File: config.mk
export PLATFORM = sky130hd
export DESIGN_NAME = pos_serializer
export DESIGN_NICKNAME = d
export VERILOG_FILES = /design/src/hdl/pos_pkg.sv /design/src/hdl/pos_pin_sync.sv /design/src/hdl/pos_serializer.sv
export VERILOG_INCLUDE_DIRS = /design/src /design/src/hdl
export SDC_FILE = /design/constraint.sdc
export NUM_CORES = 1
export LEC_CHECK = 0
export ABC_AREA = 0
export BUFFER_PORTS_ARGS = -buffer_cell sky130_fd_sc_hd__buf_2
export CAP_MARGIN = 20
export CORE_MARGIN = 3
export CORE_UTILIZATION = 59
export CTS_CLUSTER_DIAMETER = 200
export DETAILED_ROUTE_END_ITERATION = 12
export PLACE_DENSITY = 0.85
export SLEW_MARGIN = 20
export SYNTH_ARGS = -nofsm -noshare
export SYNTH_HDL_FRONTEND = slang
export SYNTH_SLANG_ARGS = --single-unit
File: constraint.sdc
create_clock -name hclk -period 5.76 [get_ports hclk]
set_clock_uncertainty 0.2 [all_clocks]
set_input_delay 1.152 -clock hclk [delete_from_list [all_inputs] [get_ports hclk]]
set_output_delay 1.152 -clock hclk [all_outputs]
set_load 0.01 [all_outputs]
File: src/hdl/pos_cfg.svh
// configuration macros for the printer output serializer
`ifndef POS_CFG_SVH
`define POS_CFG_SVH

// ----------------------------------------------------------------------
// timing, as printed, and the clock period
// ----------------------------------------------------------------------
`define POS_CLK_NS 5
`define POS_TICK_NS 10000
`define POS_PULSE_NS 2000
`define POS_FRAME_US 9090
`define POS_STOP_US 18180
`define POS_NS_PER_US 1000

// ----------------------------------------------------------------------
// frame numbering: 0 start, 1..7 data bits 0..6, 8 parity
// ----------------------------------------------------------------------
`define POS_FRAME_START 4'h0
`define POS_DATA_FIRST 4'h1
`define POS_DATA_LAST 4'h7
`define POS_PARITY_FRAME 4'h8
`define POS_MARK 1'b1
`define POS_SPACE 1'b0

// ----------------------------------------------------------------------
// register map
// ----------------------------------------------------------------------
`define POS_OFF_W 8
`define POS_CTRL_OFF 8'h00
`define POS_STAT_OFF 8'h04
`define POS_CTRL_RST 4'h0
`define POS_B_OFFLINE 0
`define POS_B_PERF 1
`define POS_B_KB 2
`define POS_B_PRDY 3
`define POS_S_SREADY 0
`define POS_S_PEN 1
`define POS_S_REQ 2
`define POS_S_LINE 3
`define POS_S_STOP 4
`define POS_S_WORD_LO 8
`define POS_S_WORD_HI 15
`define POS_HTRANS_ACTIVE 1
`define POS_HRESP_OKAY 1'b0

`endif

File: src/hdl/pos_pkg.sv
// types shared by the printer output serializer
package pos_pkg;

    typedef enum logic [1:0] {
        POS_IDLE = 2'b00,
        POS_SHIFT = 2'b01,
        POS_STOP = 2'b10
    } pos_state_t;

    typedef struct packed {
        logic printer_ready_flag;
        logic keyboard_active;
        logic perforator_active_flag;
        logic offline_flag;
    } pos_ctrl_t;

    typedef struct packed {
        logic out_word_ack;
        logic [7:0] out_word;
    } pos_host_in_t;

endpackage : pos_pkg

File: src/hdl/pos_pin_sync.sv
// three-stage pin synchroniser that accepts a change once stages two and three agree
`timescale 1ns/1ps
module pos_pin_sync #(
    parameter int W = 9
) (
    input wire logic hclk,
    input wire logic hresetn,
    input wire logic [W-1:0] pin_in,
    output logic [W-1:0] pin_q
);
    logic [W-1:0] s1_q;
    logic [W-1:0] s2_q;
    logic [W-1:0] s3_q;

    genvar i;
    generate
        for (i = 0; i < W; i++) begin : g_bit
            always_ff @(posedge hclk or negedge hresetn) begin
                if (!hresetn) begin
                    s1_q[i] <= 1'b0;
                    s2_q[i] <= 1'b0;
                    s3_q[i] <= 1'b0;
                    pin_q[i] <= 1'b0;
                end else begin
                    s1_q[i] <= pin_in[i];
                    s2_q[i] <= s1_q[i];
                    s3_q[i] <= s2_q[i];
                    // one-cycle glitches through stage two never reach the output
                    if (s2_q[i] == s3_q[i]) begin
                        pin_q[i] <= s3_q[i];
                    end
                end
            end
        end
    endgenerate
endmodule : pos_pin_sync

File: src/hdl/pos_serializer.sv
// printer output serializer: host word handshake, teleprinter line and AHB-Lite registers
`timescale 1ns/1ps
`include "pos_cfg.svh"
module pos_serializer #(
    parameter int TICK_CYC = `POS_TICK_NS / `POS_CLK_NS
) (
    input wire logic hclk,
    input wire logic hresetn,
    input wire logic hsel,
    input wire logic [31:0] haddr,
    input wire logic [1:0] htrans,
    input wire logic hwrite,
    input wire logic [2:0] hsize,
    input wire logic [31:0] hwdata,
    input wire logic hready,
    output logic hreadyout,
    output logic hresp,
    output logic [31:0] hrdata,
    input wire pos_pkg::pos_host_in_t host_pin,
    output logic out_word_request,
    output logic printer_serial_line,
    output logic function_word_request_gate
);
    // ------------------------------------------------------------------
    // derived counts
    // ------------------------------------------------------------------
    localparam int PULSE_CYC = (`POS_PULSE_NS + `POS_CLK_NS - 1) / `POS_CLK_NS;
    localparam int FRAME_TICKS = `POS_FRAME_US * `POS_NS_PER_US / `POS_TICK_NS;
    localparam int STOP_TICKS = `POS_STOP_US * `POS_NS_PER_US / `POS_TICK_NS;
    localparam int FRAME_CYC = FRAME_TICKS * TICK_CYC;
    localparam logic [8:0] PULSE_LD = 9'(PULSE_CYC);
    localparam logic [11:0] FRAME_LAST = 12'(FRAME_TICKS - 1);
    localparam logic [11:0] STOP_LAST = 12'(STOP_TICKS - 1);
    localparam logic [15:0] TICK_LAST = 16'(TICK_CYC - 1);

    // decides the line level for a frame of the character
    function automatic logic frame_level(input logic [3:0] frame, input logic [7:0] word);
        logic lvl;
        lvl = `POS_MARK;
        if (frame == `POS_FRAME_START || frame == `POS_PARITY_FRAME) begin
            lvl = `POS_SPACE;
        end else if (frame >= `POS_DATA_FIRST && frame <= `POS_DATA_LAST) begin
            lvl = word[3'(frame - `POS_DATA_FIRST)];
        end
        return lvl;
    endfunction : frame_level

    pos_pkg::pos_host_in_t host_s;
    pos_pkg::pos_ctrl_t ctrl_q;
    pos_pkg::pos_state_t state_q;
    logic [7:0] out_word_q;
    logic print_enable_flag_q;
    logic serializer_ready_flag_q;
    logic ack_prev_q;
    logic [8:0] load_cnt_q;
    logic [8:0] trig_cnt_q;
    logic [15:0] pre_q;
    logic [11:0] ftk_q;
    logic [3:0] frame_q;
    logic req_q;
    logic line_q;
    logic wr_q;
    logic [`POS_OFF_W-1:0] wadr_q;
    logic [31:0] hrdata_q;
    logic load;
    logic launch;
    logic shifter_idle;
    logic wipe_out_word;
    logic tick;
    logic frame_end;
    logic req_d;

    pos_pin_sync #(.W($bits(pos_pkg::pos_host_in_t))) u_sync (
        .hclk(hclk),
        .hresetn(hresetn),
        .pin_in(host_pin),
        .pin_q(host_s)
    );

    // ------------------------------------------------------------------
    // AHB-Lite slave, zero wait states, always OKAY
    // ------------------------------------------------------------------
    assign hreadyout = 1'b1;
    assign hresp = `POS_HRESP_OKAY;
    assign hrdata = hrdata_q;

    always_ff @(posedge hclk or negedge hresetn) begin
        if (!hresetn) begin
            wr_q <= 1'b0;
            wadr_q <= '0;
        end else if (hready) begin
            wr_q <= hsel & htrans[`POS_HTRANS_ACTIVE] & hwrite;
            wadr_q <= haddr[`POS_OFF_W-1:0];
        end
    end

    // read data is sampled in the address phase so it stands from a flop
    always_ff @(posedge hclk or negedge hresetn) begin
        if (!hresetn) begin
            hrdata_q <= '0;
        end else if (hready && hsel && htrans[`POS_HTRANS_ACTIVE] && !hwrite) begin
            hrdata_q <= '0;
            unique case (haddr[`POS_OFF_W-1:0])
                `POS_CTRL_OFF: begin
                    hrdata_q[`POS_B_OFFLINE] <= ctrl_q.offline_flag;
                    hrdata_q[`POS_B_PERF] <= ctrl_q.perforator_active_flag;
                    hrdata_q[`POS_B_KB] <= ctrl_q.keyboard_active;
                    hrdata_q[`POS_B_PRDY] <= ctrl_q.printer_ready_flag;
                end
                `POS_STAT_OFF: begin
                    hrdata_q[`POS_S_SREADY] <= serializer_ready_flag_q;
                    hrdata_q[`POS_S_PEN] <= print_enable_flag_q;
                    hrdata_q[`POS_S_REQ] <= req_q;
                    hrdata_q[`POS_S_LINE] <= line_q;
                    hrdata_q[`POS_S_STOP] <= (state_q == pos_pkg::POS_STOP);
                    hrdata_q[`POS_S_WORD_HI:`POS_S_WORD_LO] <= out_word_q;
                end
                default: hrdata_q <= '0;
            endcase
        end
    end

    always_ff @(posedge hclk or negedge hresetn) begin
        if (!hresetn) begin
            ctrl_q <= `POS_CTRL_RST;
        end else if (wr_q && wadr_q == `POS_CTRL_OFF) begin
            ctrl_q.offline_flag <= hwdata[`POS_B_OFFLINE];
            ctrl_q.perforator_active_flag <= hwdata[`POS_B_PERF];
            ctrl_q.keyboard_active <= hwdata[`POS_B_KB];
            ctrl_q.printer_ready_flag <= hwdata[`POS_B_PRDY];
        end
    end

    // ------------------------------------------------------------------
    // word request and acknowledge
    // ------------------------------------------------------------------
    assign shifter_idle = (state_q == pos_pkg::POS_IDLE) && serializer_ready_flag_q;
    assign load = (load_cnt_q != '0);
    assign wipe_out_word = !print_enable_flag_q && !ctrl_q.keyboard_active;
    assign launch = print_enable_flag_q && !ctrl_q.keyboard_active;
    assign function_word_request_gate = serializer_ready_flag_q;

    always_comb begin
        req_d = ctrl_q.printer_ready_flag && !ctrl_q.perforator_active_flag
                && !ctrl_q.keyboard_active;
        req_d = req_d && shifter_idle;
        req_d = req_d && !ctrl_q.offline_flag;
        req_d = req_d && !print_enable_flag_q && !load;
    end

    always_ff @(posedge hclk or negedge hresetn) begin
        if (!hresetn) begin
            req_q <= 1'b0;
        end else begin
            req_q <= req_d;
        end
    end
    assign out_word_request = req_q;

    // the host holds data steady through the load pulse after its acknowledge edge
    always_ff @(posedge hclk or negedge hresetn) begin
        if (!hresetn) begin
            ack_prev_q <= 1'b0;
            load_cnt_q <= '0;
        end else begin
            ack_prev_q <= host_s.out_word_ack;
            if (host_s.out_word_ack && !ack_prev_q && !ctrl_q.offline_flag && !load) begin
                load_cnt_q <= PULSE_LD;
            end else if (load) begin
                load_cnt_q <= load_cnt_q - 9'h001;
            end
        end
    end

    always_ff @(posedge hclk or negedge hresetn) begin
        if (!hresetn) begin
            out_word_q <= '0;
        end else if (load) begin
            out_word_q <= host_s.out_word;
        end else if (wipe_out_word) begin
            out_word_q <= '0;
        end
    end

    // ------------------------------------------------------------------
    // serializer timing from one prescaled tick
    // ------------------------------------------------------------------
    assign tick = (pre_q == TICK_LAST);
    assign frame_end = tick && (ftk_q == FRAME_LAST);

    always_ff @(posedge hclk or negedge hresetn) begin
        if (!hresetn) begin
            pre_q <= '0;
            ftk_q <= '0;
            frame_q <= '0;
        end else if (state_q == pos_pkg::POS_IDLE) begin
            pre_q <= '0;
            ftk_q <= '0;
            frame_q <= `POS_FRAME_START;
        end else begin
            pre_q <= tick ? '0 : pre_q + 16'h0001;
            if (state_q == pos_pkg::POS_SHIFT && frame_end) begin
                ftk_q <= '0;
                frame_q <= frame_q + 4'h1;
            end else if (tick) begin
                ftk_q <= ftk_q + 12'h001;
            end
        end
    end

    always_ff @(posedge hclk or negedge hresetn) begin
        if (!hresetn) begin
            state_q <= pos_pkg::POS_IDLE;
        end else begin
            unique case (state_q)
                pos_pkg::POS_IDLE: begin
                    if (launch && serializer_ready_flag_q) begin
                        state_q <= pos_pkg::POS_SHIFT;
                    end
                end
                pos_pkg::POS_SHIFT: begin
                    if (frame_end && frame_q == `POS_PARITY_FRAME) begin
                        state_q <= pos_pkg::POS_STOP;
                    end
                end
                pos_pkg::POS_STOP: begin
                    if (tick && ftk_q == STOP_LAST) begin
                        state_q <= pos_pkg::POS_IDLE;
                    end
                end
                default: state_q <= pos_pkg::POS_IDLE;
            endcase
        end
    end

    // ready drops one pulse width after the start trigger
    always_ff @(posedge hclk or negedge hresetn) begin
        if (!hresetn) begin
            serializer_ready_flag_q <= 1'b1;
            trig_cnt_q <= '0;
        end else if (state_q == pos_pkg::POS_IDLE && launch && serializer_ready_flag_q) begin
            trig_cnt_q <= PULSE_LD;
        end else if (trig_cnt_q != '0) begin
            trig_cnt_q <= trig_cnt_q - 9'h001;
            if (trig_cnt_q == 9'h001) begin
                serializer_ready_flag_q <= 1'b0;
            end
        end else if (state_q == pos_pkg::POS_SHIFT && frame_end
                     && frame_q == `POS_PARITY_FRAME) begin
            serializer_ready_flag_q <= 1'b1;
        end
    end

    always_ff @(posedge hclk or negedge hresetn) begin
        if (!hresetn) begin
            print_enable_flag_q <= 1'b0;
        end else if (state_q == pos_pkg::POS_SHIFT && frame_end
                     && frame_q == `POS_PARITY_FRAME) begin
            print_enable_flag_q <= 1'b0;
        end else if (load && ctrl_q.printer_ready_flag) begin
            print_enable_flag_q <= 1'b1;
        end
    end

    always_ff @(posedge hclk or negedge hresetn) begin
        if (!hresetn) begin
            line_q <= `POS_MARK;
        end else if (state_q == pos_pkg::POS_SHIFT) begin
            line_q <= frame_level(frame_q, out_word_q);
        end else begin
            line_q <= `POS_MARK;
        end
    end
    assign printer_serial_line = line_q;

    // ------------------------------------------------------------------
    // assertions
    // ------------------------------------------------------------------
    logic [31:0] cyc_q;
    always_ff @(posedge hclk or negedge hresetn) begin
        if (!hresetn) begin
            cyc_q <= '0;
        end else if (state_q == pos_pkg::POS_IDLE) begin
            cyc_q <= '0;
        end else begin
            cyc_q <= cyc_q + 32'h0000_0001;
        end
    end
endmodule : pos_serializer

==> impl_metrics.py, run 1 <==
metrics = {
    "floorplanning": {
        "core_area_um2": 8980,
        "die_h_um": 103,
        "io_pins": 120,
        "fp-row-count": 34,
        "die_x_um": 103,
        "design.die.area_um2": 10700,
        "start_util": 0.624,
    },
    "min_path": {
        "whs_path_depth": 0,
        "worstHoldPathType": "flop to flop",
        "hp-start": "u_sync.s1_q[8]",
    },
    "route": {
        "num_vias": 3986,
        "drc_errors": 0,
        "ant_nets": 0,
        "dr.pass1.iters": 4,
        "wl_per_cell_um": 16.4,
        "detail_route.iter0.violations": 238,
        "drt-total-wl_mm": 11.2,
        "avgViaCountPerCell": 5.85,
    },
    "setup_path": {
        "cpLargestDelayFamily": "simple AND/OR/NAND/NOR gates",
        "path_cells": "buf_2 -> nand4b_1 -> nand3b_1 -> nor2_1 -> a22o_1",
        "cp_num_cells": 5,
        "cp_slowest_stage_delay_ns": 0.54,
        "startpoint_type": "primary input",
        "ff2ff_path_depth": 6,
        "critPathKind": "primary input to flop",
        "crit_buf_inv": 1,
        "critPathSlowestCell": "nand4b_1",
        "worstPathRequired_ns": 6.02,
        "cp.arrival_ns": 3.11,
        "cp-startpoint": "hready",
        "r2r-start": "load_cnt_q[0]",
        "crit_fanout": 14,
        "cp-end-kind": "flop",
    },
    "synthesis": {
        "synthAdderAreaFrac": 0.0362,
        "netlist.area_leader.share": 0.558,
        "synth_top_area_cell": "dfrtp_1",
        "synth.most_common_cell": "dfrtp_1",
        "syn_area_um2": 5610,
        "synthTopCellsByArea": "dfrtp_1, buf_4, nand2_1",
        "synth_simple_gate_area_frac": 0.180,
        "synth_commonest_cells": "dfrtp_1, nand2_1, nor2_1",
        "synth_cells": 497,
        "ys_seq_area_frac": 0.567,
        "synth_top_family_by_area": "simple AND/OR/NAND/NOR gates",
        "synthFlopType": "dfrtp_1",
        "synth_mux_area_frac": 0.0438,
        "avgSynthCellArea_um2": 11.3,
        "synth_warnings": 0,
        "synth_compound_area_frac": 0.0920,
        "synth_seq_cells": 127,
        "synthArstFlopShare": 1.00,
        "synth_edf_count": 0,
        "synth_cell_type_count": 60,
        "synth_xor_area_frac": 0.0266,
    },
    "clock_tree": {
        "post_cts_buffers": 0,
        "cts-resized-gates": 0,
        "clk_pin_slew_ns": 0.07,
        "cts_tree": "yes",
        "cts_made_buffers": 17,
        "clk_path_buf_depth": 2,
        "hold_buffers": 0,
        "clock_latency_ns": 0.52,
        "cts_num_sinks": 127,
        "root_buffer": "clkbuf_8",
        "htreeDepth": 4,
    },
    "sta": {
        "period_needed_ns": 2.86,
        "fmax_ghz": 0.350,
        "hold_viol_final": 0,
        "slew_headroom": 0.392,
        "fin_ws_ns": 2.90,
        "tns_ns": 0,
        "slew_violations": 0,
        "worst_slew_pin_slew_ns": 0.907,
        "finalSetupViolCount": 0,
        "fin_crit_sh": 0.496,
        "rsz0062_at_grt": "no",
    },
    "place": {
        "placedCellCount": 649,
        "gp_congestion": 0.864,
        "place_hpwl_mm": 7.41,
        "place_worst_setup_slack_ns": 2.40,
        "io_buffers": 42,
    },
    "final_layout": {
        "fin_nets": 634,
        "syn_to_final_growth_pct": 14.6,
        "drive_gt1_frac": 0.193,
        "finalNonFillerCells": 681,
        "n_antenna_cell": 0,
    },
    "power": {
        "power.leakage_nw": 2.86,
        "power_density_nw_per_um2": 344,
        "ir_drop_mv": 0.295,
    },
    "global_routing": {
        "antenna_found_initial": 0,
        "grt_pass1_wl_mm": 18.6,
        "grt_max_degree": 86,
        "grt_pass1_vias": 3850,
        "grt_usage": 0.226,
        "grt_overflow": 0,
    },
    "job": {
        "maxCapViolCount": 0,
    },
    "run_status": {
        "status": "finished, final reports clean",
    },
}
routing by layer:
| layer | track usage | wire, µm | vias up | part of all wire |
|---|---|---|---|---|
| li1 | - | - | 1846 | - |
| met1 | 0.291 | 4680 | 2002 | 0.42 |
| met2 | 0.370 | 5810 | 118 | 0.52 |
| met3 | 0.0570 | 494 | 20 | 0.044 |
| met4 | 0.0867 | 200 | 0 | 0.018 |
| met5 | 0 | 0 | - | 0 |
cells by family (layout without fill, tap and decap cells):
family,after synthesis,after routing
XOR/XNOR,17,17
flip-flops,127,127
buffers and inverters,55,94
AND/OR/NAND/NOR,181,181
multiplexers,20,20
adder cells (fa/ha/maj),18,18
AO/OA/AOI/OAI,77,77
other,2,21
cells in the final DEF, fill, tap and decap left out, types with 4 or more instances in the layout:
cell type	Yosys	layout
a211oi_1	5	5
a21oi_1	20	20
a22o_1	9	9
and2_1	4	4
and3_1	4	4
and4_1	6	6
buf_2	8	41
clkbuf_16	0	16
conb_1	2	21
dfrtp_1	125	125
ha_1	9	9
inv_1	17	17
inv_6	0	6
inv_8	0	5
maj3_1	9	9
mux2_2	12	12
mux2i_1	5	5
nand2_1	41	41
nand3_1	23	23
nand3b_1	4	4
nand4_1	9	9
nand4b_1	4	4
nor2_1	29	29
nor3_1	10	10
nor4_1	7	7
o2111ai_1	4	4
o21ai_0	17	17
o31ai_1	5	5
or3_1	7	7
or4_1	9	9
xnor2_1	11	11
xor2_1	6	6
registers in the layout (all words and copies together), names as in the netlist, 2 cells and up:
| signal | flops |
|---|---|
| pre_q | 16 |
| ctrl_q | 4 |
| u_sync.s2_q | 9 |
| wadr_q | 8 |
| load_cnt_q | 9 |
| frame_q | 4 |
| state_q | 2 |
| u_sync.s3_q | 9 |
| ftk_q | 12 |
| hrdata | 13 |
| trig_cnt_q | 9 |
| u_sync.pin_q | 9 |
| u_sync.s1_q | 9 |
| out_word_q | 8 |
report_power, final:
part           switching [mW]  total, mW  internal (mW)
combinational          0.0854      0.152         0.0665
sequential             0.0563       1.01          0.958
clock                   0.445       1.04          0.597
total                   0.586       2.21           1.62
per-stage QoR:
step / power [mW] / cell area [µm²] / utilization / hold WS [ns]
after CTS: 2.22 / 6420 / 0.715 / 0.145
final: 2.21 / 6420 / 0.716 / 0.145
after global routing: 2.30 / 6420 / 0.716 / 0.150
after detailed placement: 1.18 / 5840 / 0.650 / 0.135
after floorplan: 1.12 / 5680 / - / 0.131
after global placement: 1.16 / 5840 / 0.650 / 0.132
final timing paths:
kind	endpoint	slack (ns)
setup / recovery	hrdata[8]	2.90
hold / removal	u_sync.s2_q[8]	0.15
setup reg to reg	load_cnt_q[4]	3.15
hold reg to reg	u_sync.s2_q[8]	0.15
max in group asynchronous	load_cnt_q[0]	3.92
min in group asynchronous	ctrl_q[0]	0.45
final cells by class:
type	instances	area, µm²
clock inverter	15	168
tap	126	158
inverter	17	63.8
timing repair buffer	45	239
sequential	127	3180
clock buffer	17	414
multi-input combinational	334	2200
fill	606	2550
(Power assumes the default switching activity.)
==> run 2: changes to the inputs <==
--- a/config.mk
+++ b/config.mk
@@ -10,10 +10,10 @@
 export BUFFER_PORTS_ARGS = -buffer_cell sky130_fd_sc_hd__buf_2
 export CAP_MARGIN = 20
 export CORE_MARGIN = 3
-export CORE_UTILIZATION = 59
+export CORE_UTILIZATION = 49
 export CTS_CLUSTER_DIAMETER = 200
 export DETAILED_ROUTE_END_ITERATION = 12
-export PLACE_DENSITY = 0.85
+export PLACE_DENSITY = 0.76
 export SLEW_MARGIN = 20
 export SYNTH_ARGS = -nofsm -noshare
 export SYNTH_HDL_FRONTEND = slang
==> constraint.sdc (replaced) <==
create_clock -name hclk -period 2.6 [get_ports hclk]
set_clock_uncertainty 0.2 [all_clocks]
set_input_delay 0.52 -clock hclk [delete_from_list [all_inputs] [get_ports hclk]]
set_output_delay 0.52 -clock hclk [all_outputs]
set_load 0.01 [all_outputs]
==> run 2 against run 1 <==
The run now ends with hold timing left. Global-route usage fell by 3.8 points. Wire length rose by 0.96%. Sequential share of layout area shrank 1.6 points. Sequential cell count stayed put.
==> impl_metrics.py, run 2 (synthesized netlist as in run 1, its figures left out) <==
metrics = {
    "route": {
        "dr.pass1.iters": 5,
        "avgViaCountPerCell": 5.60,
        "drt-total-wl_mm": 11.3,
        "num_vias": 3957,
        "detail_route.iter0.violations": 166,
        "wl_per_cell_um": 16.0,
        "drc_errors": 0,
        "ant_nets": 0,
    },
    "sta": {
        "rsz0062_at_grt": "no",
        "hold_viol_final": 1,
        "tns_ns": 0,
        "finalSetupViolCount": 0,
        "fmax_ghz": 0.432,
        "period_needed_ns": 2.31,
        "slew_headroom": 0.558,
        "holdWs_ns": -0.00432,
        "fin_crit_sh": 0.890,
        "worst_slew_pin_slew_ns": 0.663,
        "slew_violations": 0,
    },
    "global_routing": {
        "grt_overflow": 0,
        "grt_usage": 0.188,
        "antenna_found_initial": 0,
        "grt_max_degree": 128,
        "grt_pass1_wl_mm": 19.2,
        "grt_pass1_vias": 4034,
    },
    "clock_tree": {
        "clk_pin_slew_ns": 0.05,
        "cts_tree": "yes",
        "root_buffer": "clkbuf_16",
        "clock_latency_ns": 0.41,
        "htreeDepth": 4,
        "cts_made_buffers": 17,
        "cts_num_sinks": 127,
        "clk_path_buf_depth": 2,
    },
    "setup_path": {
        "r2r-start": "load_cnt_q[0]",
        "cp_num_cells": 6,
        "cpLargestDelayFamily": "simple AND/OR/NAND/NOR gates",
        "cp_slowest_stage_delay_ns": 0.50,
        "r2r_slack_ns": 0.29,
        "cp-end-kind": "flop",
        "worstPathRequired_ns": 2.74,
        "crit_end": "load_cnt_q[7]",
        "cp-startpoint": "load_cnt_q[0]",
        "path_cells": "inv_1 -> ha_1 -> or3b_1 -> or3_4 -> mux2_4 -> o21ai_1",
        "critPathKind": "flop to flop",
        "timing.rr.end": "load_cnt_q[7]",
        "critPathSlowestCell": "or3_4",
        "crit_fanout": 13,
        "ff2ff_path_depth": 6,
        "crit_buf_inv": 1,
        "startpoint_type": "flop",
        "cp.arrival_ns": 2.45,
    },
    "floorplanning": {
        "start_util": 0.508,
        "io_pins": 120,
        "fp-row-count": 38,
        "core_area_um2": 11000,
        "die_x_um": 113,
        "design.die.area_um2": 12800,
        "die_h_um": 113,
    },
    "final_layout": {
        "syn_to_final_growth_pct": 18.3,
        "largest_register_ffs": 16,
        "final_cell_mix": "dfrtp_1, nand2_1, buf_2",
        "multiInputGateArea_um2": 2200,
        "drive_gt1_frac": 0.196,
        "design_area_um2": 6630,
        "fill_cells": 903,
        "seqCellArea_um2": 3180,
        "regMostFlops": "pre_q",
        "fin_nets": 645,
        "mostFrequentLayoutCell": "dfrtp_1",
        "n_antenna_cell": 0,
    },
    "power": {
        "p_seq_frac": 0.433,
        "ir_drop_mv": 0.704,
        "pwr-share-clk": 0.503,
        "power.leakage_nw": 2.95,
        "power_density_nw_per_um2": 781,
        "swShare": 0.219,
        "p_int_mw": 4.05,
        "switchingPower_mw": 1.14,
        "combPwrFrac": 0.064,
    },
    "place": {
        "io_buffers": 42,
        "postPlaceCellArea_um2": 5920,
        "gp_congestion": 0.889,
        "place_hpwl_mm": 7.46,
    },
    "job": {
        "maxCapViolCount": 0,
    },
    "run_status": {
        "status": "finished, violations left",
        "violations": "hold timing",
    },
    "min_path": {
        "worstHoldPathType": "primary input to asynchronous set/reset pin",
    },
}
==> run 2: how the worst min path moves through the flow <==
| stage | from | end | slack, ns | cells after the start |
|---|---|---|---|---|
| CTS | host_pin[2] | u_sync.s1_q[2] | 0.002 | 1 |
| detailed placement | u_sync.s1_q[8] | u_sync.s2_q[8] | 0.13 | 0 |
| global route | host_pin[3] | u_sync.s1_q[3] | 0.004 | 1 |
| floorplan | hresetn | ack_prev_q | 0.02 | 0 |
| global placement | u_sync.s1_q[5] | u_sync.s2_q[5] | 0.13 | 0 |
| finish | hresetn | trig_cnt_q[2] | -0.004 | 2 |
==> run 2: worst reg2reg max path: stages, from the launching register on <==
cell and delay [ns]:
dfrtp_1 0.42, inv_1 0.07, ha_1 0.17, or3b_1 0.46, or3_4 0.50, mux2_4 0.32
o21ai_1 0.11
==> run 2: routing by layer <==
layer | up-vias | global-route usage | wire (µm)
li1 | 1864 | - | -
met3 | 18 | 0.0444 | 495
met2 | 94 | 0.300 | 5600
met5 | - | 0 | 0
met4 | 0 | 0.0881 | 213
met1 | 1981 | 0.243 | 4990
==> run 2: what timing repair did <==
| action | in CTS | in global routing |
|---|---|---|
| resized for setup | 0 | 0 |
| endpoints found under the hold margin | 5 | 1 |
| setup buffers | 0 | 0 |
| hold buffers | 5 | 1 |
==> run 2: final cells by class <==
class	instances	share of cell area
clock buffer	21	0.0709
inverter	17	0.00962
multi-input combinational	334	0.332
clock inverter	11	0.0279
timing repair buffer	56	0.0539
tap	140	0.0264
sequential	127	0.479
==> run 2: power by group through the flow <==
stage          Sequential [mW]  Combinational (mW)  Clock, mW
2_1_floorplan             2.24               0.250          0
3_3_place_gp              2.26               0.310          0
3_5_place_dp              2.27               0.329          0
4_1_cts                   2.25               0.339       2.65
5_1_grt                   2.27               0.382       2.74
6_report                  2.25               0.333       2.61
==> run 2: metrics by stage <==
stage | worst slack, ns | cells | util | power (mW) | hold slack [ns]
6_report | 0.285 | 706 | 0.601 | 5.18 | -0.00432
2_1_floorplan | 0.447 | 516 | - | 2.49 | 0.0244
3_5_place_dp | 0.270 | 668 | 0.537 | 2.60 | 0.135
5_1_grt | 0.0753 | 706 | 0.601 | 5.39 | 0.00353
3_3_place_gp | 0.335 | 668 | 0.537 | 2.57 | 0.132
4_1_cts | 0.271 | 705 | 0.600 | 5.23 | 0.00156
